==> src/cpsw_consts.svh <==
/*
 * constants for the processor status word block: bit positions, widths,
 * condition-code encodings, character class bounds and local offsets.
 * assumes it is included by bare name from the package and design file.
 */
`ifndef CPSW_CONSTS_SVH
`define CPSW_CONSTS_SVH

`define CPSW_WIDTH        16
// bit numbering: position 0 is the msb of the word
`define CPSW_POS_PRIV     0
`define CPSW_POS_EXTIRQ   1
`define CPSW_POS_UTRAP    2
`define CPSW_POS_RPEND    3
`define CPSW_POS_OVF      4
`define CPSW_POS_CARRY    5
`define CPSW_POS_CC_HI    6
`define CPSW_POS_CC_LO    7
`define CPSW_POS_SEG_HI   8
`define CPSW_POS_SEG_LO   15
`define CPSW_POS_ROP_HI   10
`define CPSW_POS_ROP_LO   15

`define CPSW_CC_GREATER   2'h0
`define CPSW_CC_LESS      2'h1
`define CPSW_CC_EQUAL     2'h2

`define CPSW_DIGIT_LO     8'h30
`define CPSW_DIGIT_HI     8'h39
`define CPSW_UPPER_LO     8'h41
`define CPSW_UPPER_HI     8'h5a
`define CPSW_LOWER_LO     8'h61
`define CPSW_LOWER_HI     8'h7a

`define CPSW_NOP_OP       6'h00
`define CPSW_TRAP_SEG     8'h11
`define CPSW_RESET_WORD   16'h8000

// register port addresses
`define CPSW_ADDR_WORD    4'h0
`define CPSW_ADDR_TRAP    4'h1

`endif

==> src/cpsw_pkg.sv <==
/*
 * types for the processor status word block.
 * assumes the constants header is on the include path.
 */
`include "cpsw_consts.svh"

package cpsw_pkg;

  typedef enum logic [1:0] {
    CPSW_CC_NONE,
    CPSW_CC_SIGN,
    CPSW_CC_CHAR,
    CPSW_CC_CMP
  } cpsw_cc_sel_t;

  typedef enum logic [1:0] {
    CPSW_XFER_NONE,
    CPSW_XFER_CALL,
    CPSW_XFER_RETURN
  } cpsw_xfer_t;

  typedef enum {
    CPSW_IDLE,
    CPSW_RESTORED
  } cpsw_state_t;

  // result of one completing instruction (or one stack op)
  typedef struct packed {
    logic          valid;
    logic          stack_op_last;
    cpsw_cc_sel_t  cc_sel;
    logic [15:0]   opnd_a;
    logic [15:0]   opnd_b;
    logic [7:0]    byte_val;
    logic          wr_carry;
    logic          carry;
    logic          ovf_event;
    logic          ovf_int;
    logic [5:0]    right_op;
  } cpsw_result_t;

  // control transfer request from the sequencer
  typedef struct packed {
    cpsw_xfer_t  kind;
    logic [15:0] saved_word;
    logic [7:0]  target_seg;
    logic        target_priv;
    logic        handler_seg;
  } cpsw_xfer_req_t;

endpackage

==> src/cpsw_status.sv <==
/*
 * processor status word register with indicator logic, mode protection,
 * save and restore on calls, returns and interrupts.
 * assumes the execution sequencer presents one completing instruction per
 * cycle on the result port and transfer requests one cycle wide.
 */
// Decided for this implementation: the placing of the registers and the strobed register port.
`include "cpsw_consts.svh"
module cpsw_status
  import cpsw_pkg::*;
(
  input  wire logic                     core_clk,    // cpu clock
  input  wire logic                     resetn,      // async reset, low
  input  wire cpsw_pkg::cpsw_result_t   result,      // completing insn
  input  wire cpsw_pkg::cpsw_xfer_req_t xfer,        // call/return/irq
  input  wire logic [3:0]               reg_addr,    // register address
  input  wire logic [15:0]              reg_wdata,   // write data
  input  wire logic                     reg_wr,      // write strobe
  input  wire logic                     reg_rd,      // read strobe
  output logic [15:0]                   reg_rdata,   // read data
  output logic [15:0]                   status_word, // current word
  output logic [15:0]                   saved_out,   // word for marker
  output logic                          priv_mode,   // privileged now
  output logic                          trap_req,    // to segment 17
  output logic                          ret_trap,    // illegal return
  output logic                          mode_fault   // illegal mode change
);
  import cpsw_pkg::*;

  // word bit n sits at vector index 15-n
  function automatic int unsigned ix(input int unsigned pos);
    return 15 - pos;
  endfunction

  function automatic logic [1:0] cmp_code(input logic signed [15:0] a,
                                          input logic signed [15:0] b);
    if (a > b)
      return `CPSW_CC_GREATER;
    else if (a < b)
      return `CPSW_CC_LESS;
    else
      return `CPSW_CC_EQUAL;
  endfunction

  function automatic logic in_rng(input logic [7:0] v,
                                  input logic [7:0] lo,
                                  input logic [7:0] hi);
    return (v >= lo) && (v <= hi);
  endfunction

  logic [15:0] word_q;
  logic [15:0] word_d;
  logic [15:0] saved_q;
  logic        trap_q;
  logic        ret_trap_q;
  logic        fault_q;
  logic [15:0] rdata_q;
  logic        priv;
  logic [1:0]  cc_new;
  logic        ovf_new;
  logic        bus_wr_word;
  logic [15:0] bus_mask;

  assign priv = word_q[ix(`CPSW_POS_PRIV)];

  always_comb begin
    cc_new = word_q[ix(`CPSW_POS_CC_HI):ix(`CPSW_POS_CC_LO)];
    case (result.cc_sel)
      CPSW_CC_SIGN: cc_new = cmp_code(result.opnd_a, 16'h0000);
      CPSW_CC_CMP:  cc_new = cmp_code(result.opnd_a, result.opnd_b);
      CPSW_CC_CHAR: begin
        if (in_rng(result.byte_val, `CPSW_DIGIT_LO, `CPSW_DIGIT_HI))
          cc_new = `CPSW_CC_GREATER;
        else if (in_rng(result.byte_val, `CPSW_UPPER_LO, `CPSW_UPPER_HI) ||
                 in_rng(result.byte_val, `CPSW_LOWER_LO, `CPSW_LOWER_HI))
          cc_new = `CPSW_CC_EQUAL;
        else
          cc_new = `CPSW_CC_LESS;
      end
      default: ;
    endcase
  end

  always_comb begin
    ovf_new = word_q[ix(`CPSW_POS_OVF)];
    if (result.ovf_event) begin
      if (!word_q[ix(`CPSW_POS_UTRAP)] || result.ovf_int)
        ovf_new = 1'b1;
    end else if (result.cc_sel != CPSW_CC_NONE || result.wr_carry) begin
      ovf_new = 1'b0;
    end
  end

  // bits user mode may touch through the register port
  assign bus_wr_word = reg_wr && (reg_addr == `CPSW_ADDR_WORD);
  always_comb begin
    bus_mask = 16'hffff;
    bus_mask[ix(`CPSW_POS_SEG_LO):ix(`CPSW_POS_SEG_LO)] = 1'b1;
    if (!priv) begin
      bus_mask[ix(`CPSW_POS_PRIV)] = 1'b0;
      bus_mask[ix(`CPSW_POS_EXTIRQ)] = 1'b0;
      bus_mask[ix(`CPSW_POS_RPEND)] = 1'b0;
    end
  end

  always_comb begin
    word_d = word_q;
    if (xfer.kind == CPSW_XFER_RETURN) begin
      word_d = xfer.saved_word;
      word_d[ix(`CPSW_POS_UTRAP)] = word_q[ix(`CPSW_POS_UTRAP)];
      if (!priv)
        word_d[ix(`CPSW_POS_PRIV)] = 1'b0;
      if (xfer.handler_seg)
        word_d[ix(`CPSW_POS_EXTIRQ)] = 1'b0;
    end else if (xfer.kind == CPSW_XFER_CALL) begin
      word_d[ix(`CPSW_POS_SEG_HI):ix(`CPSW_POS_SEG_LO)] = xfer.target_seg;
      word_d[ix(`CPSW_POS_PRIV)] = priv | xfer.target_priv;
      if (xfer.handler_seg)
        word_d[ix(`CPSW_POS_EXTIRQ)] = 1'b0;
    end else if (bus_wr_word) begin
      word_d = (word_q & ~bus_mask) | (reg_wdata & bus_mask);
      if (reg_wdata[ix(`CPSW_POS_CC_HI):ix(`CPSW_POS_CC_LO)] == 2'h3)
        word_d[ix(`CPSW_POS_CC_HI):ix(`CPSW_POS_CC_LO)] =
          word_q[ix(`CPSW_POS_CC_HI):ix(`CPSW_POS_CC_LO)];
    end else if (result.valid) begin
      word_d[ix(`CPSW_POS_CC_HI):ix(`CPSW_POS_CC_LO)] = cc_new;
      word_d[ix(`CPSW_POS_OVF)] = ovf_new;
      if (result.wr_carry)
        word_d[ix(`CPSW_POS_CARRY)] = result.carry;
      word_d[ix(`CPSW_POS_RPEND)] = !result.stack_op_last &&
                                    (result.right_op != `CPSW_NOP_OP);
    end
  end

  always_ff @(posedge core_clk or negedge resetn) begin
    if (!resetn)
      word_q <= `CPSW_RESET_WORD;
    else
      word_q <= word_d;
  end

  always_ff @(posedge core_clk or negedge resetn) begin
    if (!resetn)
      saved_q <= 16'h0000;
    else if (xfer.kind == CPSW_XFER_CALL)
      saved_q <= word_q;
  end

  always_ff @(posedge core_clk or negedge resetn) begin
    if (!resetn)
      trap_q <= 1'b0;
    else
      trap_q <= result.valid && result.ovf_event &&
                word_q[ix(`CPSW_POS_UTRAP)];
  end

  always_ff @(posedge core_clk or negedge resetn) begin
    if (!resetn) begin
      ret_trap_q <= 1'b0;
      fault_q    <= 1'b0;
    end else begin
      ret_trap_q <= (xfer.kind == CPSW_XFER_RETURN) && !priv &&
                    (xfer.saved_word[ix(`CPSW_POS_EXTIRQ)] !=
                     word_q[ix(`CPSW_POS_EXTIRQ)]);
      fault_q    <= (xfer.kind == CPSW_XFER_RETURN) && !priv &&
                    xfer.saved_word[ix(`CPSW_POS_PRIV)];
    end
  end

  always_ff @(posedge core_clk or negedge resetn) begin
    if (!resetn)
      rdata_q <= 16'h0000;
    else if (reg_rd) begin
      case (reg_addr)
        `CPSW_ADDR_WORD: rdata_q <= word_q;
        `CPSW_ADDR_TRAP: rdata_q <= saved_q;
        default:         rdata_q <= 16'h0000;
      endcase
    end else
      rdata_q <= 16'h0000;
  end

  assign reg_rdata   = rdata_q;
  assign status_word = word_q;
  assign saved_out   = saved_q;
  assign priv_mode   = priv;
  assign trap_req    = trap_q;
  assign ret_trap    = ret_trap_q;
  assign mode_fault  = fault_q;

  property p_no_cc11;
    @(posedge core_clk) disable iff (!resetn)
      word_q[ix(`CPSW_POS_CC_HI):ix(`CPSW_POS_CC_LO)] != 2'h3;
  endproperty
  a_no_cc11: assert property (p_no_cc11)
    else $error("condition code holds 11");

  property p_user_priv;
    @(posedge core_clk) disable iff (!resetn)
      (!priv && xfer.kind == CPSW_XFER_NONE) |=> !priv;
  endproperty
  a_user_priv: assert property (p_user_priv)
    else $error("user mode gained privilege");

  property p_user_irq;
    @(posedge core_clk) disable iff (!resetn)
      (!priv && xfer.kind == CPSW_XFER_NONE) |=>
        $stable(word_q[ix(`CPSW_POS_EXTIRQ)]);
  endproperty
  a_user_irq: assert property (p_user_irq)
    else $error("user mode changed irq enable");

  property p_ret_utrap;
    @(posedge core_clk) disable iff (!resetn)
      (xfer.kind == CPSW_XFER_RETURN) |=> $stable(word_q[ix(2)]);
  endproperty
  a_ret_utrap: assert property (p_ret_utrap)
    else $error("return altered user trap enable");

  property p_trap;
    @(posedge core_clk) disable iff (!resetn)
      (result.valid && result.ovf_event && word_q[ix(2)]) |=> trap_req;
  endproperty
  a_trap: assert property (p_trap)
    else $error("missing overflow trap");

  property p_ovf_off;
    @(posedge core_clk) disable iff (!resetn)
      (result.valid && result.ovf_event && !word_q[ix(2)] &&
       xfer.kind == CPSW_XFER_NONE && !bus_wr_word) |=>
        word_q[ix(`CPSW_POS_OVF)] && !trap_req;
  endproperty
  a_ovf_off: assert property (p_ovf_off)
    else $error("overflow flag not set");

  property p_call_seg;
    @(posedge core_clk) disable iff (!resetn)
      (xfer.kind == CPSW_XFER_CALL) |=>
        word_q[7:0] == $past(xfer.target_seg) && saved_q == $past(word_q);
  endproperty
  a_call_seg: assert property (p_call_seg)
    else $error("call segment number wrong");

  property p_handler;
    @(posedge core_clk) disable iff (!resetn)
      (xfer.kind != CPSW_XFER_NONE && xfer.handler_seg) |=>
        !word_q[ix(`CPSW_POS_EXTIRQ)];
  endproperty
  a_handler: assert property (p_handler)
    else $error("handler entry left irq enabled");

  property p_cmp;
    @(posedge core_clk) disable iff (!resetn)
      (result.valid && result.cc_sel == CPSW_CC_CMP &&
       xfer.kind == CPSW_XFER_NONE && !bus_wr_word &&
       result.opnd_a == result.opnd_b) |=>
        word_q[ix(`CPSW_POS_CC_HI):ix(`CPSW_POS_CC_LO)] == `CPSW_CC_EQUAL;
  endproperty
  a_cmp: assert property (p_cmp)
    else $error("equal compare not coded equal");

  property p_user_rpend;
    @(posedge core_clk) disable iff (!resetn)
      (!priv && bus_wr_word && xfer.kind == CPSW_XFER_NONE) |=>
        $stable(word_q[ix(`CPSW_POS_RPEND)]);
  endproperty
  a_user_rpend: assert property (p_user_rpend)
    else $error("user write changed right op pending");

  property p_rpend_set;
    @(posedge core_clk) disable iff (!resetn)
      (result.valid && !result.stack_op_last &&
       result.right_op != `CPSW_NOP_OP &&
       xfer.kind == CPSW_XFER_NONE && !bus_wr_word) |=>
        word_q[ix(`CPSW_POS_RPEND)];
  endproperty
  a_rpend_set: assert property (p_rpend_set)
    else $error("right op pending not set");

  property p_carry;
    @(posedge core_clk) disable iff (!resetn)
      (result.valid && result.wr_carry &&
       xfer.kind == CPSW_XFER_NONE && !bus_wr_word) |=>
        word_q[ix(`CPSW_POS_CARRY)] == $past(result.carry);
  endproperty
  a_carry: assert property (p_carry)
    else $error("carry flag not taken from result");

  property p_sign_neg;
    @(posedge core_clk) disable iff (!resetn)
      (result.valid && result.cc_sel == CPSW_CC_SIGN &&
       result.opnd_a[15] &&
       xfer.kind == CPSW_XFER_NONE && !bus_wr_word) |=>
        word_q[ix(`CPSW_POS_CC_HI):ix(`CPSW_POS_CC_LO)] == `CPSW_CC_LESS;
  endproperty
  a_sign_neg: assert property (p_sign_neg)
    else $error("negative operand not coded less");

  property p_char_digit;
    @(posedge core_clk) disable iff (!resetn)
      (result.valid && result.cc_sel == CPSW_CC_CHAR &&
       result.byte_val >= `CPSW_DIGIT_LO &&
       result.byte_val <= `CPSW_DIGIT_HI &&
       xfer.kind == CPSW_XFER_NONE && !bus_wr_word) |=>
        word_q[ix(`CPSW_POS_CC_HI):ix(`CPSW_POS_CC_LO)] == `CPSW_CC_GREATER;
  endproperty
  a_char_digit: assert property (p_char_digit)
    else $error("digit byte not coded greater");

  property p_ret_user;
    @(posedge core_clk) disable iff (!resetn)
      (xfer.kind == CPSW_XFER_RETURN && !priv) |=> !priv;
  endproperty
  a_ret_user: assert property (p_ret_user)
    else $error("user return raised privilege");

  property p_ret_trap;
    @(posedge core_clk) disable iff (!resetn)
      (xfer.kind == CPSW_XFER_RETURN && !priv &&
       xfer.saved_word[ix(`CPSW_POS_EXTIRQ)] !=
       word_q[ix(`CPSW_POS_EXTIRQ)]) |=> ret_trap;
  endproperty
  a_ret_trap: assert property (p_ret_trap)
    else $error("altered irq enable not trapped");

  property p_ret_seg;
    @(posedge core_clk) disable iff (!resetn)
      (xfer.kind == CPSW_XFER_RETURN) |=>
        word_q[7:0] == $past(xfer.saved_word[7:0]);
  endproperty
  a_ret_seg: assert property (p_ret_seg)
    else $error("return did not restore segment");

endmodule

==> config.mk <==
export PLATFORM = sky130hd
export DESIGN_NAME = cpsw_status
export DESIGN_NICKNAME = d
export VERILOG_FILES = /design/src/cpsw_pkg.sv /design/src/cpsw_status.sv
export VERILOG_INCLUDE_DIRS = /design/src /design/src/src
export SDC_FILE = /design/constraint.sdc
export NUM_CORES = 1
export LEC_CHECK = 0
export ABC_AREA = 1
export BUFFER_PORTS_ARGS = -buffer_cell sky130_fd_sc_hd__buf_2
export CORE_ASPECT_RATIO = 1.4
export CORE_UTILIZATION = 49
export CTS_CLUSTER_SIZE = 8
export DETAILED_ROUTE_END_ITERATION = 8
export PLACE_DENSITY = 0.9
export SLEW_MARGIN = 40
export SYNTH_ARGS = -nofsm -noshare
export SYNTH_HDL_FRONTEND = slang
export SYNTH_SLANG_ARGS = --single-unit
==> constraint.sdc <==
create_clock -name core_clk -period 2.1 [get_ports core_clk]
set_input_delay 0.42 -clock core_clk [delete_from_list [all_inputs] [get_ports core_clk]]
set_output_delay 0.42 -clock core_clk [all_outputs]
set_load 0.02 [all_outputs]
==> results by group <==
Yosys
  – Post-synthesis cell type with the largest combined area: sky130_fd_sc_hd__dfrtp_1
  – Synthesized area per cell: between 7 and 8 um^2
  – Net count after synthesis: 535
  – Number of enable flip-flop cells after synthesis: 0
  – Yosys reg bits: 51
  – Asr flop ratio synth: 1.00
  – Top post-synthesis cells by area: sky130_fd_sc_hd__dfrtp_1 41%, sky130_fd_sc_hd__nand2_1 14%, sky130_fd_sc_hd__ha_1 7.4%, sky130_fd_sc_hd__inv_1 7.0%, sky130_fd_sc_hd__nor2_1 4.9%
  – Most instantiated flip-flop cell in the synthesis netlist: sky130_fd_sc_hd__dfrtp_1
  – Ranking of synthesized cells by instance count: 114 x sky130_fd_sc_hd__nand2_1, 57 x sky130_fd_sc_hd__inv_1, 50 x sky130_fd_sc_hd__dfrtp_1
  – Area share of the largest cell type after synthesis: 0.409
  – Most used standard cell by instance count after synthesis: sky130_fd_sc_hd__nand2_1
  – Post-synthesis instance total: between 400 and 500
  – Number of warnings reported in the yosys synthesis log: 0
  – Combined area of all synthesized cells: 3060 um^2
  – Netlist cell types: 33
  – Register area share after synthesis: 0.417

Die
  – Count of standard-cell rows: 33
  – Die Outline Area: 6570 um^2
  – Die Wd: ~69 um
  – Placeable core region: 5950 um^2
  – Count of boundary I/O pins: about 160
  – Die height: roughly 96 um
  – Initial core utilization: 0.515

Clocking
  – CTS sink cnt: 51
  – Post-CTS Repair Setup Buffers: 0
  – Number of gates resized after CTS: 0
  – H-tree level count: 2
  – CTS hold repair buffers: 0
  – Clk_lat worst skew: 0.30 ns
  – TritonCTS clock tree: built
  – Clock root buffer master: sky130_fd_sc_hd__clkbuf_8
  – Buffer levels on the longest clock path: 2
  – Clock buffer count from CTS: 5
  – Clock transition at the register clock pins on the worst setup and hold paths after CTS: 0.09 ns

Global routing
  – Wire length of the first global-routing pass: 14,000 um
  – Via count of the first global-routing pass: 3,365
  – Remaining Overflow, GRT: 0
  – Pin count of the biggest net entering global routing: 24
  – Total track usage: 0.279
  – Initial antenna violation count: 0

Timing
  – Final critical-path setup slack: slightly above 0.5 ns
  – Final Cycle Share: 0.754
  – Final count of negative-setup-slack endpoints: 0
  – Final total negative setup slack: 0 ns
  – Slew @ Worst Pin: 0.487 ns
  – Relative slew margins: 0.675
  – WHS: about 0.00081 ns
  – Achievable Freq: approximately 630 MHz
  – Skew final: between 0.009 and 0.01 ns
  – Endpoints failing hold: 0
  – Final Slew Violations: 0
  – Clock period minus final worst setup slack: 1.58 ns
  – Setup repair after global routing missed its margin: no

Setup path
  – Peak fanout along the critical path: 12
  – Critical path launch point: reg_addr[2]
  – R2r endpoint: status_word[14]$_DFFE_PN0P_
  – Worst R2R Setup Slack: between 0.8 and 0.9 ns
  – Critical Setup Path Class: input port to register
  – Cells on worst reg2reg path: 3
  – Worst flop-to-flop path startpoint: status_word[15]$_DFFE_PN1P_
  – Data required time at the worst endpoint: about 2.3 ns
  – Endpoint class of the critical path: register
  – Crit path launch type: input port
  – Data arrival time of the worst path: 1.77 ns

Placement
  – Final weighted congestion in routability-driven placement: 0.966
  – Setup slack at placement: between 0.2 and 0.25 ns
  – Post-place instance area: 3960 um^2
  – Post-detailed-placement half-perimeter wirelength: about 7000 um
  – IO Port Bufs: around 160

Power
  – Seq pwr share: 0.450
  – Leak Pwr: 2.34 nW
  – Combinational cell fraction of total power: 0.297
  – Pwr dens: 667 nW/um^2
  – Tot Pwr: 2.71 mW
  – Switching Power: ~0.95 mW
  – Share of total power consumed by net switching: 0.351
  – Worst vdd rail ir drop: around 0.38 mV
  – Clock share of power: 0.253
  – Design internal power: about 1.8 mW

Drt
  – Post-detailed-route via-to-cell ratio: approximately 5.4
  – Routed length per placed instance: 13.7 um
  – Remaining DRCs: 0
  – DR iter-0 viols: 274
  – Antenna-violating nets left: 0
  – Via count: approximately 3.5k
  – Total wire length: just under 9000 um
  – First-pass detailed-route iteration total: 5

Cells and area
  – Layout overhead on the synthesized area: 32.9%
  – Layout Nets: 695
  – Final Instance Area: 4070 um^2
  – Share of cells above drive strength 1: 0.329
  – Inserted Diodes: 0

Min path
  – Worst min-delay path category: input port to async pin

Flow run
  – Number of max-capacitance violations reported: 0

Status
  – Status: complete, no violations
==> area by class of cell <==
type / instances / area, um^2
Multi-Input combinational cell: 282 / 1480
Inverter: 63 / 236
Fill cell: 461 / 1880
Timing Repair Buffer: 168 / 871
Clock inverter: 3 / 43.8
Sequential cell: 51 / 1280
Tap cell: 70 / 87.6
Clock buffer: 5 / 68.8
==> logic make-up after synthesis <==
group | Yosys count | synth area share
DFF | 51 | 0.417
and+or+nand+nor | 200 | 0.283
muxes | 1 | 0.00368
buffers and inverters | 78 | 0.0981
AOI/OAI and AO/OA | 63 | 0.124
adders and majority gates | 18 | 0.0736
==> state kept, by name (all words and copies together), names as in the netlist <==
name         count
reg_rdata       16
saved_out       16
status_word     16
mode_fault       1
ret_trap         1
trap_req         1
==> how the worst max path moves through the flow <==
stage	end	slack [ns]	cells after the start
3_5_place_dp	status_word[11]$_DFFE_PN0P_	0.23	11
4_1_cts	status_word[11]$_DFFE_PN0P_	0.53	11
6_report	status_word[11]$_DFFE_PN0P_	0.52	11
2_1_floorplan	status_word[11]$_DFFE_PN0P_	0.47	9
5_1_grt	status_word[8]$_DFFE_PN0P_	0.38	14
3_3_place_gp	status_word[9]$_DFFE_PN0P_	0.26	11
==> layout by cell type (no fill, tap or decap), types with 12 or more instances in the layout <==
master,netlist,routed
sky130_fd_sc_hd__buf_2,3,156
sky130_fd_sc_hd__nor2_1,40,40
sky130_fd_sc_hd__nand4_1,15,15
sky130_fd_sc_hd__dfrtp_1,50,50
sky130_fd_sc_hd__ha_1,18,18
sky130_fd_sc_hd__nand3_1,17,17
sky130_fd_sc_hd__nand2_1,114,114
sky130_fd_sc_hd__a21oi_1,24,24
sky130_fd_sc_hd__inv_1,57,57
sky130_fd_sc_hd__o21ai_0,15,15
sky130_fd_sc_hd__buf_4,1,12
==> power by group through the flow <==
stage          Combinational, mW  Clock, mW  Sequential, mW
2_1_floorplan              0.308          0            1.36
3_3_place_gp               0.768          0            1.23
3_5_place_dp               0.797          0            1.23
4_1_cts                    0.805      0.681            1.21
5_1_grt                    0.895      0.723            1.24
6_report                   0.806      0.686            1.22
==> metrics by stage <==
| step | util | cells |
|---|---|---|
| CTS | 0.684 | 642 |
| finish | 0.684 | 642 |
| global route | 0.684 | 642 |
| detailed placement | 0.665 | 634 |
| global placement | 0.665 | 634 |
| floorplan | - | 411 |
==> worst max-delay path, cell delays in order <==
cell and delay, ns:
sky130_fd_sc_hd__buf_2 0.10, sky130_fd_sc_hd__inv_2 0.17, sky130_fd_sc_hd__nand2_1 0.13, sky130_fd_sc_hd__nor2_4 0.12
sky130_fd_sc_hd__nand2_4 0.11, sky130_fd_sc_hd__nand2_2 0.09, sky130_fd_sc_hd__inv_2 0.06, sky130_fd_sc_hd__nand2_4 0.06
sky130_fd_sc_hd__nand2_4 0.06, sky130_fd_sc_hd__a21oi_2 0.13, sky130_fd_sc_hd__mux2_1 0.32
==> layer usage <==
metal  share of wire  vias up  GRT usage
met5               0        -          0
met4           0.037        0      0.165
li1                -     1653          -
met1            0.36     1594      0.283
met2            0.54      203      0.520
met3           0.065       32     0.0371
(Power assumes the default switching activity.)
